[src/jsr_pkg.sv]
package jsr_pkg;

	// serial path widths
	localparam int unsigned IR_W    = 8;
	localparam int unsigned SIR_W   = 16;
	localparam int unsigned BSR_LEN = 385;
	localparam int unsigned ID_W    = 32;

	// instruction field and its fixed low byte
	localparam int unsigned   IR_LSB      = 8;
	localparam logic [7:0]    IR_RESET    = 8'hEF;
	localparam logic [7:0]    IR_CAPTURE  = 8'h01;
	localparam logic [7:0]    SIR_LOW     = 8'hFD;
	localparam logic          BYP_CAPTURE = 1'b0;

	// opcodes in the top four instruction bits; the interrupt opcode uses only the top three
	localparam logic [3:0] OP_EXTEST  = 4'h0;
	localparam logic [3:0] OP_CLAMP   = 4'h2;
	localparam logic [3:0] OP_HIGHZ   = 4'h3;
	localparam logic [3:0] OP_SAMPLE  = 4'h4;
	localparam logic [3:0] OP_RST_NEG = 4'h6;
	localparam logic [3:0] OP_RST_ASR = 4'h7;
	localparam logic [2:0] OP_IRQ     = 3'h5;
	localparam logic [3:0] OP_IDCODE  = 4'hE;
	localparam logic [3:0] OP_BYPASS  = 4'hF;

	// register port
	localparam int unsigned    REG_AW         = 4;
	localparam logic [REG_AW-1:0] OFS_SCAN_INSTR = 4'h0;
	localparam logic [REG_AW-1:0] OFS_STATUS     = 4'h4;
	localparam logic [REG_AW-1:0] OFS_CONTROL    = 4'h8;
	localparam int unsigned    CTL_IRQ_ACK    = 0;
	localparam int unsigned    CTL_IRQ_EN     = 1;
	localparam logic           CTL_IRQ_EN_RST = 1'b1;
	localparam int unsigned    ST_IRQ         = 0;
	localparam int unsigned    ST_SRST        = 1;
	localparam int unsigned    ST_TAP_LSB     = 4;
	localparam int unsigned    ST_CMD_LSB     = 8;

	typedef enum {
		CMD_EXTEST, CMD_CLAMP, CMD_HIGHZ, CMD_SAMPLE, CMD_RST_NEG,
		CMD_RST_ASR, CMD_IRQ, CMD_IDCODE, CMD_BYPASS, CMD_RESERVED
	} jsr_cmd_t;

	typedef enum {
		TAP_TLR, TAP_RTI, TAP_SEL_DR, TAP_CAP_DR, TAP_SH_DR, TAP_EX1_DR,
		TAP_PAU_DR, TAP_EX2_DR, TAP_UPD_DR, TAP_SEL_IR, TAP_CAP_IR,
		TAP_SH_IR, TAP_EX1_IR, TAP_PAU_IR, TAP_EX2_IR, TAP_UPD_IR
	} jsr_tap_t;

endpackage

[src/jsr_scan_if.sv]
interface jsr_scan_if;
	logic capture;
	logic shift;
	logic update;
	logic si;
	logic so;
	modport ctrl  (output capture, output shift, output update, output si, input so);
	modport chain (input capture, input shift, input update, input si, output so);
endinterface

[src/jsr_unit.sv]
// Function
// - one-bit bypass path, no register address
// - bypass command routes serial in via bypass
// - bypass bit loads capture value in Capture-DR
// - 16-bit instruction register, read-only to software
// - instruction resets to identification command
// - test reset or Test-Logic-Reset reinitialises instruction
// - instruction shifts accepted in any processor mode
// - field at bits 15..8, reset EF hex
// - bits 7..2 read as one
// - bit 1 reads as zero
// - bit 0 reads as one
// - decode top four instruction bits into commands, top three for the interrupt request
// - 385-cell pin scan chain
// - scan chain reachable only serially
// - extest, sample, clamp, high-z boundary commands
// - cell 384 next to serial input
// - test reset synchronised to the system clock, active low
// - output timing depends on held command
module jsr_unit
	import jsr_pkg::*;
#(
	parameter logic [ID_W-1:0] ID_VALUE = 32'h0000_0001, // arbitrary value
	parameter int unsigned     LEN      = BSR_LEN
) (
	input  wire logic              clk_sys_i,
	input  wire logic              rst_b_i,
	input  wire logic              ce_i,
	input  wire logic              tck_i,
	input  wire logic              tms_i,
	input  wire logic              tdi_i,
	input  wire logic              trst_b_i,
	output logic                   tdo_o,
	output logic                   tdo_oe_o,
	input  wire logic [LEN-1:0]    pin_cap_i,
	output logic      [LEN-1:0]    bsr_out_o,
	output logic                   bsr_drive_o,
	output logic                   pads_highz_o,
	output logic                   sys_reset_o,
	output logic                   irq_o,
	input  wire logic [REG_AW-1:0] reg_addr_i,
	input  wire logic [31:0]       reg_wdata_i,
	input  wire logic              reg_wr_i,
	input  wire logic              reg_rd_i,
	output logic      [31:0]       reg_rdata_o
);
	logic [3:0]     pins_s;
	logic           tck_s;
	logic           tms_s;
	logic           tdi_s;
	logic           trst_b_s;
	logic           tck_q;
	logic           tck_rise;
	logic           tck_fall;
	jsr_tap_t       tap;
	jsr_tap_t       next_tap;
	logic [IR_W-1:0] ir_shift;
	logic [IR_W-1:0] instruction_field;
	logic [ID_W-1:0] id_shift;
	logic           bypass_bit;
	jsr_cmd_t       cmd;
	logic           sel_bsr;
	logic           sel_id;
	logic           cap_dr;
	logic           sh_dr;
	logic           upd_dr;
	logic           cap_ir;
	logic           sh_ir;
	logic           upd_ir;
	logic           dr_so;
	logic           irq_pend;
	logic           irq_en;
	logic           irq_set;
	logic [SIR_W-1:0] scan_instruction;
	logic [LEN-1:0] pin_cap_s;

	jsr_scan_if sif ();

	// link pins come from the tester's clock world
	jsr_sync #(
		.W       (4),
		.RST_VAL (4'h0)
	) u_sync_pins (
		.clk_sys_i (clk_sys_i),
		.rst_b_i   (rst_b_i),
		.ce_i      (ce_i),
		.d_i       ({tck_i, tms_i, tdi_i, trst_b_i}),
		.q_o       (pins_s)
	);

	jsr_sync #(
		.W       (LEN),
		.RST_VAL ('0)
	) u_sync_cap (
		.clk_sys_i (clk_sys_i),
		.rst_b_i   (rst_b_i),
		.ce_i      (ce_i),
		.d_i       (pin_cap_i),
		.q_o       (pin_cap_s)
	);

	assign tck_s    = pins_s[3];
	assign tms_s    = pins_s[2];
	assign tdi_s    = pins_s[1];
	assign trst_b_s = pins_s[0];

	always_ff @(posedge clk_sys_i or negedge rst_b_i) begin
		if (!rst_b_i) begin
			tck_q <= 1'b0;
		end else if (ce_i) begin
			tck_q <= tck_s;
		end
	end

	assign tck_rise = tck_s & ~tck_q;
	assign tck_fall = ~tck_s & tck_q;

	// tap sequencer
	always_comb begin
		next_tap = tap;
		unique case (tap)
			TAP_TLR:    next_tap = tms_s ? TAP_TLR    : TAP_RTI;
			TAP_RTI:    next_tap = tms_s ? TAP_SEL_DR : TAP_RTI;
			TAP_SEL_DR: next_tap = tms_s ? TAP_SEL_IR : TAP_CAP_DR;
			TAP_CAP_DR: next_tap = tms_s ? TAP_EX1_DR : TAP_SH_DR;
			TAP_SH_DR:  next_tap = tms_s ? TAP_EX1_DR : TAP_SH_DR;
			TAP_EX1_DR: next_tap = tms_s ? TAP_UPD_DR : TAP_PAU_DR;
			TAP_PAU_DR: next_tap = tms_s ? TAP_EX2_DR : TAP_PAU_DR;
			TAP_EX2_DR: next_tap = tms_s ? TAP_UPD_DR : TAP_SH_DR;
			TAP_UPD_DR: next_tap = tms_s ? TAP_SEL_DR : TAP_RTI;
			TAP_SEL_IR: next_tap = tms_s ? TAP_TLR    : TAP_CAP_IR;
			TAP_CAP_IR: next_tap = tms_s ? TAP_EX1_IR : TAP_SH_IR;
			TAP_SH_IR:  next_tap = tms_s ? TAP_EX1_IR : TAP_SH_IR;
			TAP_EX1_IR: next_tap = tms_s ? TAP_UPD_IR : TAP_PAU_IR;
			TAP_PAU_IR: next_tap = tms_s ? TAP_EX2_IR : TAP_PAU_IR;
			TAP_EX2_IR: next_tap = tms_s ? TAP_UPD_IR : TAP_SH_IR;
			TAP_UPD_IR: next_tap = tms_s ? TAP_SEL_DR : TAP_RTI;
		endcase
	end

	always_ff @(posedge clk_sys_i or negedge rst_b_i) begin
		if (!rst_b_i) begin
			tap <= TAP_TLR;
		end else if (ce_i) begin
			if (!trst_b_s) begin
				tap <= TAP_TLR;
			end else if (tck_rise) begin
				tap <= next_tap;
			end
		end
	end

	// capture and shift act on rising test clock, updates on falling
	assign cap_dr = tck_rise && (tap == TAP_CAP_DR);
	assign sh_dr  = tck_rise && (tap == TAP_SH_DR);
	assign upd_dr = tck_fall && (tap == TAP_UPD_DR);
	assign cap_ir = tck_rise && (tap == TAP_CAP_IR);
	assign sh_ir  = tck_rise && (tap == TAP_SH_IR);
	assign upd_ir = tck_fall && (tap == TAP_UPD_IR) && trst_b_s;

	// instruction path, never blocked by processor state
	always_ff @(posedge clk_sys_i or negedge rst_b_i) begin
		if (!rst_b_i) begin
			ir_shift <= IR_CAPTURE;
		end else if (ce_i) begin
			if (cap_ir) begin
				ir_shift <= IR_CAPTURE;
			end else if (sh_ir) begin
				ir_shift <= {tdi_s, ir_shift[IR_W-1:1]};
			end
		end
	end

	always_ff @(posedge clk_sys_i or negedge rst_b_i) begin
		if (!rst_b_i) begin
			instruction_field <= IR_RESET;
		end else if (ce_i) begin
			if (!trst_b_s || tap == TAP_TLR) begin
				instruction_field <= IR_RESET;
			end else if (upd_ir) begin
				instruction_field <= ir_shift;
			end
		end
	end

	// reserved codes fall back to bypass; the tester must not send them
	always_comb begin
		cmd = CMD_RESERVED;
		if (instruction_field[7:5] == OP_IRQ) begin
			cmd = CMD_IRQ;
		end else begin
			unique case (instruction_field[7:4])
				OP_EXTEST:  cmd = CMD_EXTEST;
				OP_CLAMP:   cmd = CMD_CLAMP;
				OP_HIGHZ:   cmd = CMD_HIGHZ;
				OP_SAMPLE:  cmd = CMD_SAMPLE;
				OP_RST_NEG: cmd = CMD_RST_NEG;
				OP_RST_ASR: cmd = CMD_RST_ASR;
				OP_IDCODE:  cmd = CMD_IDCODE;
				OP_BYPASS:  cmd = CMD_BYPASS;
				default:    cmd = CMD_RESERVED;
			endcase
		end
	end

	assign sel_bsr = (cmd == CMD_EXTEST) || (cmd == CMD_SAMPLE);
	assign sel_id  = (cmd == CMD_IDCODE);

	// bypass bit: no address, only the serial path sees it
	always_ff @(posedge clk_sys_i or negedge rst_b_i) begin
		if (!rst_b_i) begin
			bypass_bit <= BYP_CAPTURE;
		end else if (ce_i && !sel_bsr && !sel_id) begin
			if (cap_dr) begin
				bypass_bit <= BYP_CAPTURE;
			end else if (sh_dr) begin
				bypass_bit <= tdi_s;
			end
		end
	end

	always_ff @(posedge clk_sys_i or negedge rst_b_i) begin
		if (!rst_b_i) begin
			id_shift <= ID_VALUE;
		end else if (ce_i && sel_id) begin
			if (cap_dr) begin
				id_shift <= ID_VALUE;
			end else if (sh_dr) begin
				id_shift <= {tdi_s, id_shift[ID_W-1:1]};
			end
		end
	end

	// boundary chain sits behind the serial port only
	assign sif.capture = cap_dr && sel_bsr;
	assign sif.shift   = sh_dr && sel_bsr;
	assign sif.update  = upd_dr && sel_bsr;
	assign sif.si      = tdi_s;

	jsr_bscan #(
		.LEN (LEN)
	) u_chain (
		.clk_sys_i (clk_sys_i),
		.rst_b_i   (rst_b_i),
		.ce_i      (ce_i),
		.pin_cap_i (pin_cap_s),
		.sif       (sif),
		.bsr_out_o (bsr_out_o)
	);

	always_comb begin
		if (sel_bsr) begin
			dr_so = sif.so;
		end else if (sel_id) begin
			dr_so = id_shift[0];
		end else begin
			dr_so = bypass_bit;
		end
	end

	// bypass shows its bit at the shifting edge; other paths wait for the falling edge
	always_ff @(posedge clk_sys_i or negedge rst_b_i) begin
		if (!rst_b_i) begin
			tdo_o    <= 1'b0;
			tdo_oe_o <= 1'b0;
		end else if (ce_i) begin
			if (!trst_b_s) begin
				tdo_oe_o <= 1'b0;
			end else if (sh_dr && cmd == CMD_BYPASS) begin
				tdo_o <= tdi_s;
			end else if (tck_fall) begin
				tdo_o    <= (tap == TAP_SH_IR) ? ir_shift[0] : dr_so;
				tdo_oe_o <= (tap == TAP_SH_IR) || (tap == TAP_SH_DR);
			end
		end
	end

	// pad control follows the held command
	always_ff @(posedge clk_sys_i or negedge rst_b_i) begin
		if (!rst_b_i) begin
			bsr_drive_o  <= 1'b0;
			pads_highz_o <= 1'b0;
		end else if (ce_i) begin
			bsr_drive_o  <= (cmd == CMD_EXTEST) || (cmd == CMD_CLAMP);
			pads_highz_o <= (cmd == CMD_HIGHZ);
		end
	end

	// internal reset stays until a negate is updated, even across tap reset
	always_ff @(posedge clk_sys_i or negedge rst_b_i) begin
		if (!rst_b_i) begin
			sys_reset_o <= 1'b0;
		end else if (ce_i && upd_ir) begin
			if (ir_shift[7:4] == OP_RST_ASR) begin
				sys_reset_o <= 1'b1;
			end else if (ir_shift[7:4] == OP_RST_NEG) begin
				sys_reset_o <= 1'b0;
			end
		end
	end

	// one request per update; set beats a same-cycle acknowledge
	assign irq_set = upd_ir && (ir_shift[7:5] == OP_IRQ);

	always_ff @(posedge clk_sys_i or negedge rst_b_i) begin
		if (!rst_b_i) begin
			irq_pend <= 1'b0;
		end else if (ce_i) begin
			if (irq_set) begin
				irq_pend <= 1'b1;
			end else if (reg_wr_i && reg_addr_i == OFS_CONTROL && reg_wdata_i[CTL_IRQ_ACK]) begin
				irq_pend <= 1'b0;
			end
		end
	end

	always_ff @(posedge clk_sys_i or negedge rst_b_i) begin
		if (!rst_b_i) begin
			irq_en <= CTL_IRQ_EN_RST;
		end else if (ce_i && reg_wr_i && reg_addr_i == OFS_CONTROL) begin
			irq_en <= reg_wdata_i[CTL_IRQ_EN];
		end
	end

	always_ff @(posedge clk_sys_i or negedge rst_b_i) begin
		if (!rst_b_i) begin
			irq_o <= 1'b0;
		end else if (ce_i) begin
			irq_o <= irq_pend && irq_en;
		end
	end

	// fixed low byte; writes to this offset are dropped
	assign scan_instruction = {instruction_field, SIR_LOW};

	always_ff @(posedge clk_sys_i or negedge rst_b_i) begin
		if (!rst_b_i) begin
			reg_rdata_o <= 32'h0000_0000;
		end else if (ce_i) begin
			reg_rdata_o <= 32'h0000_0000;
			if (reg_rd_i) begin
				unique case (reg_addr_i)
					OFS_SCAN_INSTR: reg_rdata_o <= {16'h0000, scan_instruction};
					OFS_STATUS: begin
						reg_rdata_o[ST_IRQ]                  <= irq_pend;
						reg_rdata_o[ST_SRST]                 <= sys_reset_o;
						reg_rdata_o[ST_TAP_LSB +: 4]         <= 4'(tap);
						reg_rdata_o[ST_CMD_LSB +: 4]         <= 4'(cmd);
					end
					OFS_CONTROL: reg_rdata_o[CTL_IRQ_EN] <= irq_en;
					default:     reg_rdata_o <= 32'h0000_0000;
				endcase
			end
		end
	end

endmodule

[src/jsr_sync.sv]
module jsr_sync
	import jsr_pkg::*;
#(
	parameter int unsigned     W       = 1,
	parameter logic [W-1:0]    RST_VAL = '0
) (
	input  wire logic          clk_sys_i,
	input  wire logic          rst_b_i,
	input  wire logic          ce_i,
	input  wire logic [W-1:0]  d_i,
	output logic      [W-1:0]  q_o
);
	logic [W-1:0] meta;

	// first stage feeds only the second
	always_ff @(posedge clk_sys_i or negedge rst_b_i) begin
		if (!rst_b_i) begin
			meta <= RST_VAL;
			q_o  <= RST_VAL;
		end else if (ce_i) begin
			meta <= d_i;
			q_o  <= meta;
		end
	end
endmodule

[src/jsr_bscan.sv]
module jsr_bscan
	import jsr_pkg::*;
#(
	parameter int unsigned LEN = BSR_LEN
) (
	input  wire logic            clk_sys_i,
	input  wire logic            rst_b_i,
	input  wire logic            ce_i,
	input  wire logic [LEN-1:0]  pin_cap_i,
	jsr_scan_if.chain            sif,
	output logic      [LEN-1:0]  bsr_out_o
);
	logic [LEN-1:0] pin_scan_chain;

	// cell LEN-1 sits next to the serial input, cell 0 feeds the output
	always_ff @(posedge clk_sys_i or negedge rst_b_i) begin
		if (!rst_b_i) begin
			pin_scan_chain <= '0;
		end else if (ce_i) begin
			if (sif.capture) begin
				pin_scan_chain <= pin_cap_i;
			end else if (sif.shift) begin
				pin_scan_chain <= {sif.si, pin_scan_chain[LEN-1:1]};
			end
		end
	end

	// update latch keeps pads steady while the chain shifts
	always_ff @(posedge clk_sys_i or negedge rst_b_i) begin
		if (!rst_b_i) begin
			bsr_out_o <= '0;
		end else if (ce_i && sif.update) begin
			bsr_out_o <= pin_scan_chain;
		end
	end

	assign sif.so = pin_scan_chain[0];
endmodule

[config.mk]
export PLATFORM = sky130hd
export DESIGN_NAME = jsr_unit
export DESIGN_NICKNAME = d
export VERILOG_FILES = /design/src/jsr_pkg.sv /design/src/jsr_scan_if.sv /design/src/jsr_unit.sv /design/src/jsr_sync.sv /design/src/jsr_bscan.sv
export SDC_FILE = /design/constraint.sdc
export NUM_CORES = 2
export LEC_CHECK = 0
export BUFFER_PORTS_ARGS = -buffer_cell sky130_fd_sc_hd__buf_2
export CAP_MARGIN = 5
export CORE_ASPECT_RATIO = 2
export CORE_UTILIZATION = 38
export DETAILED_ROUTE_END_ITERATION = 8
export RECOVER_POWER = 25
export SLEW_MARGIN = 25
export SYNTH_ARGS = -nofsm -noshare
export SYNTH_HDL_FRONTEND = slang
export SYNTH_HIERARCHICAL = 1
export SYNTH_SLANG_ARGS = --single-unit
[constraint.sdc]
create_clock -name clk_sys_i -period 6.8 [get_ports clk_sys_i]
set_input_delay 1.36 -clock clk_sys_i [delete_from_list [all_inputs] [get_ports clk_sys_i]]
set_output_delay 1.36 -clock clk_sys_i [all_outputs]
set_load 0.02 [all_outputs]
==> flow_summary_export.csv <==
group,metric,value,unit
status,status,"finished with violations",
status,violations,"capacitance limit, slew limit",
critical_path,crit_fanout,107,
critical_path,critPathArrivalTime,5.62,ns
power,peakVddDrop,220,uV
routing,detail_route.wl_per_cell,21.8,um
floorplan,fp.dieArea,179000,sq um
place,io_buffer_count,806,
logic_synthesis,netlist_top_cells_count,"1615 x dfrtp_1, 1147 x nor3_1, 859 x mux2_2, 383 x o22ai_1, 308 x mux2_4",
critical_path,slowest_delay,2.24,ns
logic_synthesis,ys_types,66,
critical_path,r2r_cells,10,
global_routing,grt_pass1_wl,274,mm
hold_path,min_path_type,"register to register",
hold_path,holdPathStages,1,
floorplan,rows,218,
clock_network,cts_tree,"yes",
logic_synthesis,ys_seq_area_share,60.4,%
clock_network,clockBufferDepth,4,
timing,finalCritPeriodShare,70.3,%
global_routing,antenna_found_initial,94,
hold_path,min-delay-start,"u_sync_cap/meta[315]",
timing,fmax,209,MHz
routing,drt-pass1-iter-count,5,
floorplan,initial_core_util,38.2,%
floorplan,die_h,597,um
clock_network,cts_resized,0,
logic_synthesis,synth_top_area_share,60.0,%
place,place_congestion,0.835,
logic_synthesis,yosysWarnings,6,
routing,vias,43700,
critical_path,slowest_stage,"clkbuf_2",
critical_path,path_depth,3,
layout,drive_gt1_share,39.3,%
routing,drtAntennaViolNets,0,
timing,tightest_slew,3.56,ns
global_routing,grt_pass1_vias,44500,
critical_path,cp_top_family,"buffers and inverters",
place,dp_hpwl,113,mm
clock_network,htree_levels,4,
logic_synthesis,synth_top_cell_by_area,"dfrtp_1",
logic_synthesis,synth_ff_type,"dfrtp_1",
clock_network,clock_latency,0.83,ns
clock_network,cts_sinks,1625,
routing,vias_per_cell,5.38,
global_routing,gr-total-overflow,0,
power,p_total,21.1,mW
critical_path,reg2reg_to,"u_chain/bsr_out_o[89]",
run,max-cap-violations,2,
clock_network,hold_buffers,0,
clock_network,post_cts_buffers,0,
power,leakage,37.1,nW
critical_path,ff2ff_setup_slack,2.21,ns
floorplan,dieWidth,300,um
routing,drc,0,
power,p_per_area,271,nW/um^2
logic_synthesis,ys_seq_elements,1625,
logic_synthesis,netlist_area,67400,sq um
logic_synthesis,synth.avg_cell_area,13.3,sq um
timing,fin_crit,4.78,ns
timing,timing.setup.tns,0,ns
floorplan,ios,853,
critical_path,required,7.64,ns
clock_network,clk_pin_slew,0.07,ns
logic_synthesis,synth_most_common_cell,"dfrtp_1",
critical_path,worstSetupStartpointType,"input pin",
timing,max_slew_margin,-137,%
critical_path,endpoint_kind,"async pin",
timing,hold_violations,0,
logic_synthesis,syn_inst,5054,
critical_path,path_buf_inv,3,
critical_path,rr_startpoint,"instruction_field[5]",
global_routing,grtUsageTotal,19.5,%
logic_synthesis,ys_top_cells_by_area,"dfrtp_1 60%, mux2_2 14%, nor3_1 8.5%",
timing,skew,0.0771,ns
logic_synthesis,synth_edf_count,0,
clock_network,numCtsBuffers,159,
critical_path,crit_type,"input pin to async pin",
timing,grt_setup_unrepaired,"false",
routing,finalWirelength,177,mm
floorplan,core_area,176000,sq um
clock_network,cts_root_buf,"clkbuf_16",
logic_synthesis,async_reset_ff_share,100,%
layout,fin_nets,6105,
layout,area_delta_synth_final,15.8,%
timing,setup_viol,0,
timing,report.final.slew_viol_count,136,
critical_path,path_cells,"clkbuf_2 -> clkbuf_1 -> buf_4",
routing,drt_iter0_drc,2410,
global_routing,grt_max_degree,176,
critical_path,crit_end,"u_chain/pin_scan_chain[72]",
critical_path,startpoint,"rst_b_i",
[sequential cells by signal, summed over array words and instances (netlist names), 4 cells and up]
name	cells
instruction_field	8
id_shift	32
u_sync_pins/q_o	4
u_sync_cap/meta	385
ir_shift	8
reg_rdata_o	15
u_sync_cap/q_o	385
tap	4
u_chain/pin_scan_chain	385
u_chain/bsr_out_o	385
u_sync_pins/meta	4
[how the worst min path moves through the flow]
stage / to
2_1_floorplan: id_shift[1]
3_3_place_gp: id_shift[1]
3_5_place_dp: reg_rdata_o[9]
4_1_cts: u_sync_cap/q_o[315]
5_1_grt: u_sync_cap/q_o[311]
6_report: u_sync_cap/q_o[315]
[cells in the final DEF, fill, tap and decap left out, drive strengths merged, types with 4 or more instances in the layout]
cell / n
buf: 860
conb: 16
o31ai: 4
clkinv: 26
mux2i: 10
a22o: 5
nor3: 1147
clkbuf: 221
nand3: 10
clkinvlp: 10
dfstp: 10
ha: 6
nand4: 4
diode: 40
o22ai: 383
bufinv: 15
nor2b: 7
dfrtp: 1615
o32ai: 5
a21oi: 9
a211oi: 4
nand2: 94
o21ai: 52
nor2: 13
nand2b: 6
inv: 23
nand3b: 5
mux2: 1169
o2bb2ai: 9
[metrics by stage]
stage	instances	hold slack [ns]	util (%)	worst slack, ns	cell area [sq um]
after floorplan	5069	0.450	-	3.76	67400
after global placement	7818	0.462	41.3	2.30	72700
after detailed placement	7818	0.472	41.3	2.21	72700
after CTS	8088	0.456	44.3	2.18	78000
after global routing	8110	0.479	44.2	1.29	77900
final	8128	0.453	44.3	2.02	78000
[logic make-up (layout without fill, tap and decap cells)]
family | count (synthesis) | in the layout | synth area share, %
flip-flops | 1625 | 1625 | 60.4
AND/OR/NAND/NOR | 1306 | 1306 | 9.68
multiplexers | 1181 | 1181 | 21.5
AO/OA/AOI/OAI | 488 | 488 | 4.60
buffers and inverters | 446 | 1155 | 3.72
adder cells (fa/ha/maj) | 6 | 6 | 0.111
other | 1 | 56 | 0.00557
XOR/XNOR | 1 | 1 | 0.0130
[final cells by class]
cell class | count | area (sq um)
fill | 16200 | 98200
sequential | 1625 | 40700
multi-input combinational | 2998 | 24200
timing repair buffer | 867 | 4790
clock buffer | 214 | 4560
tap | 2310 | 2890
clock inverter | 56 | 731
antenna | 40 | 100
inverter | 18 | 67.6
[where the power goes]
part | internal, mW | switching, mW
Sequential | 10.3 | 0.346
Clock | 5.28 | 3.84
Combinational | 0.822 | 0.580
[routing by layer]
layer	vias to the layer above	global-route usage, %	share of wire [%]
met5	-	0	0.35
met4	88	7.32	3.4
met3	382	7.25	8.9
met2	1221	31.7	48
met1	22300	23.3	39
li1	19700	-	-
No activity file was read; power rests on OpenSTA's default activity.
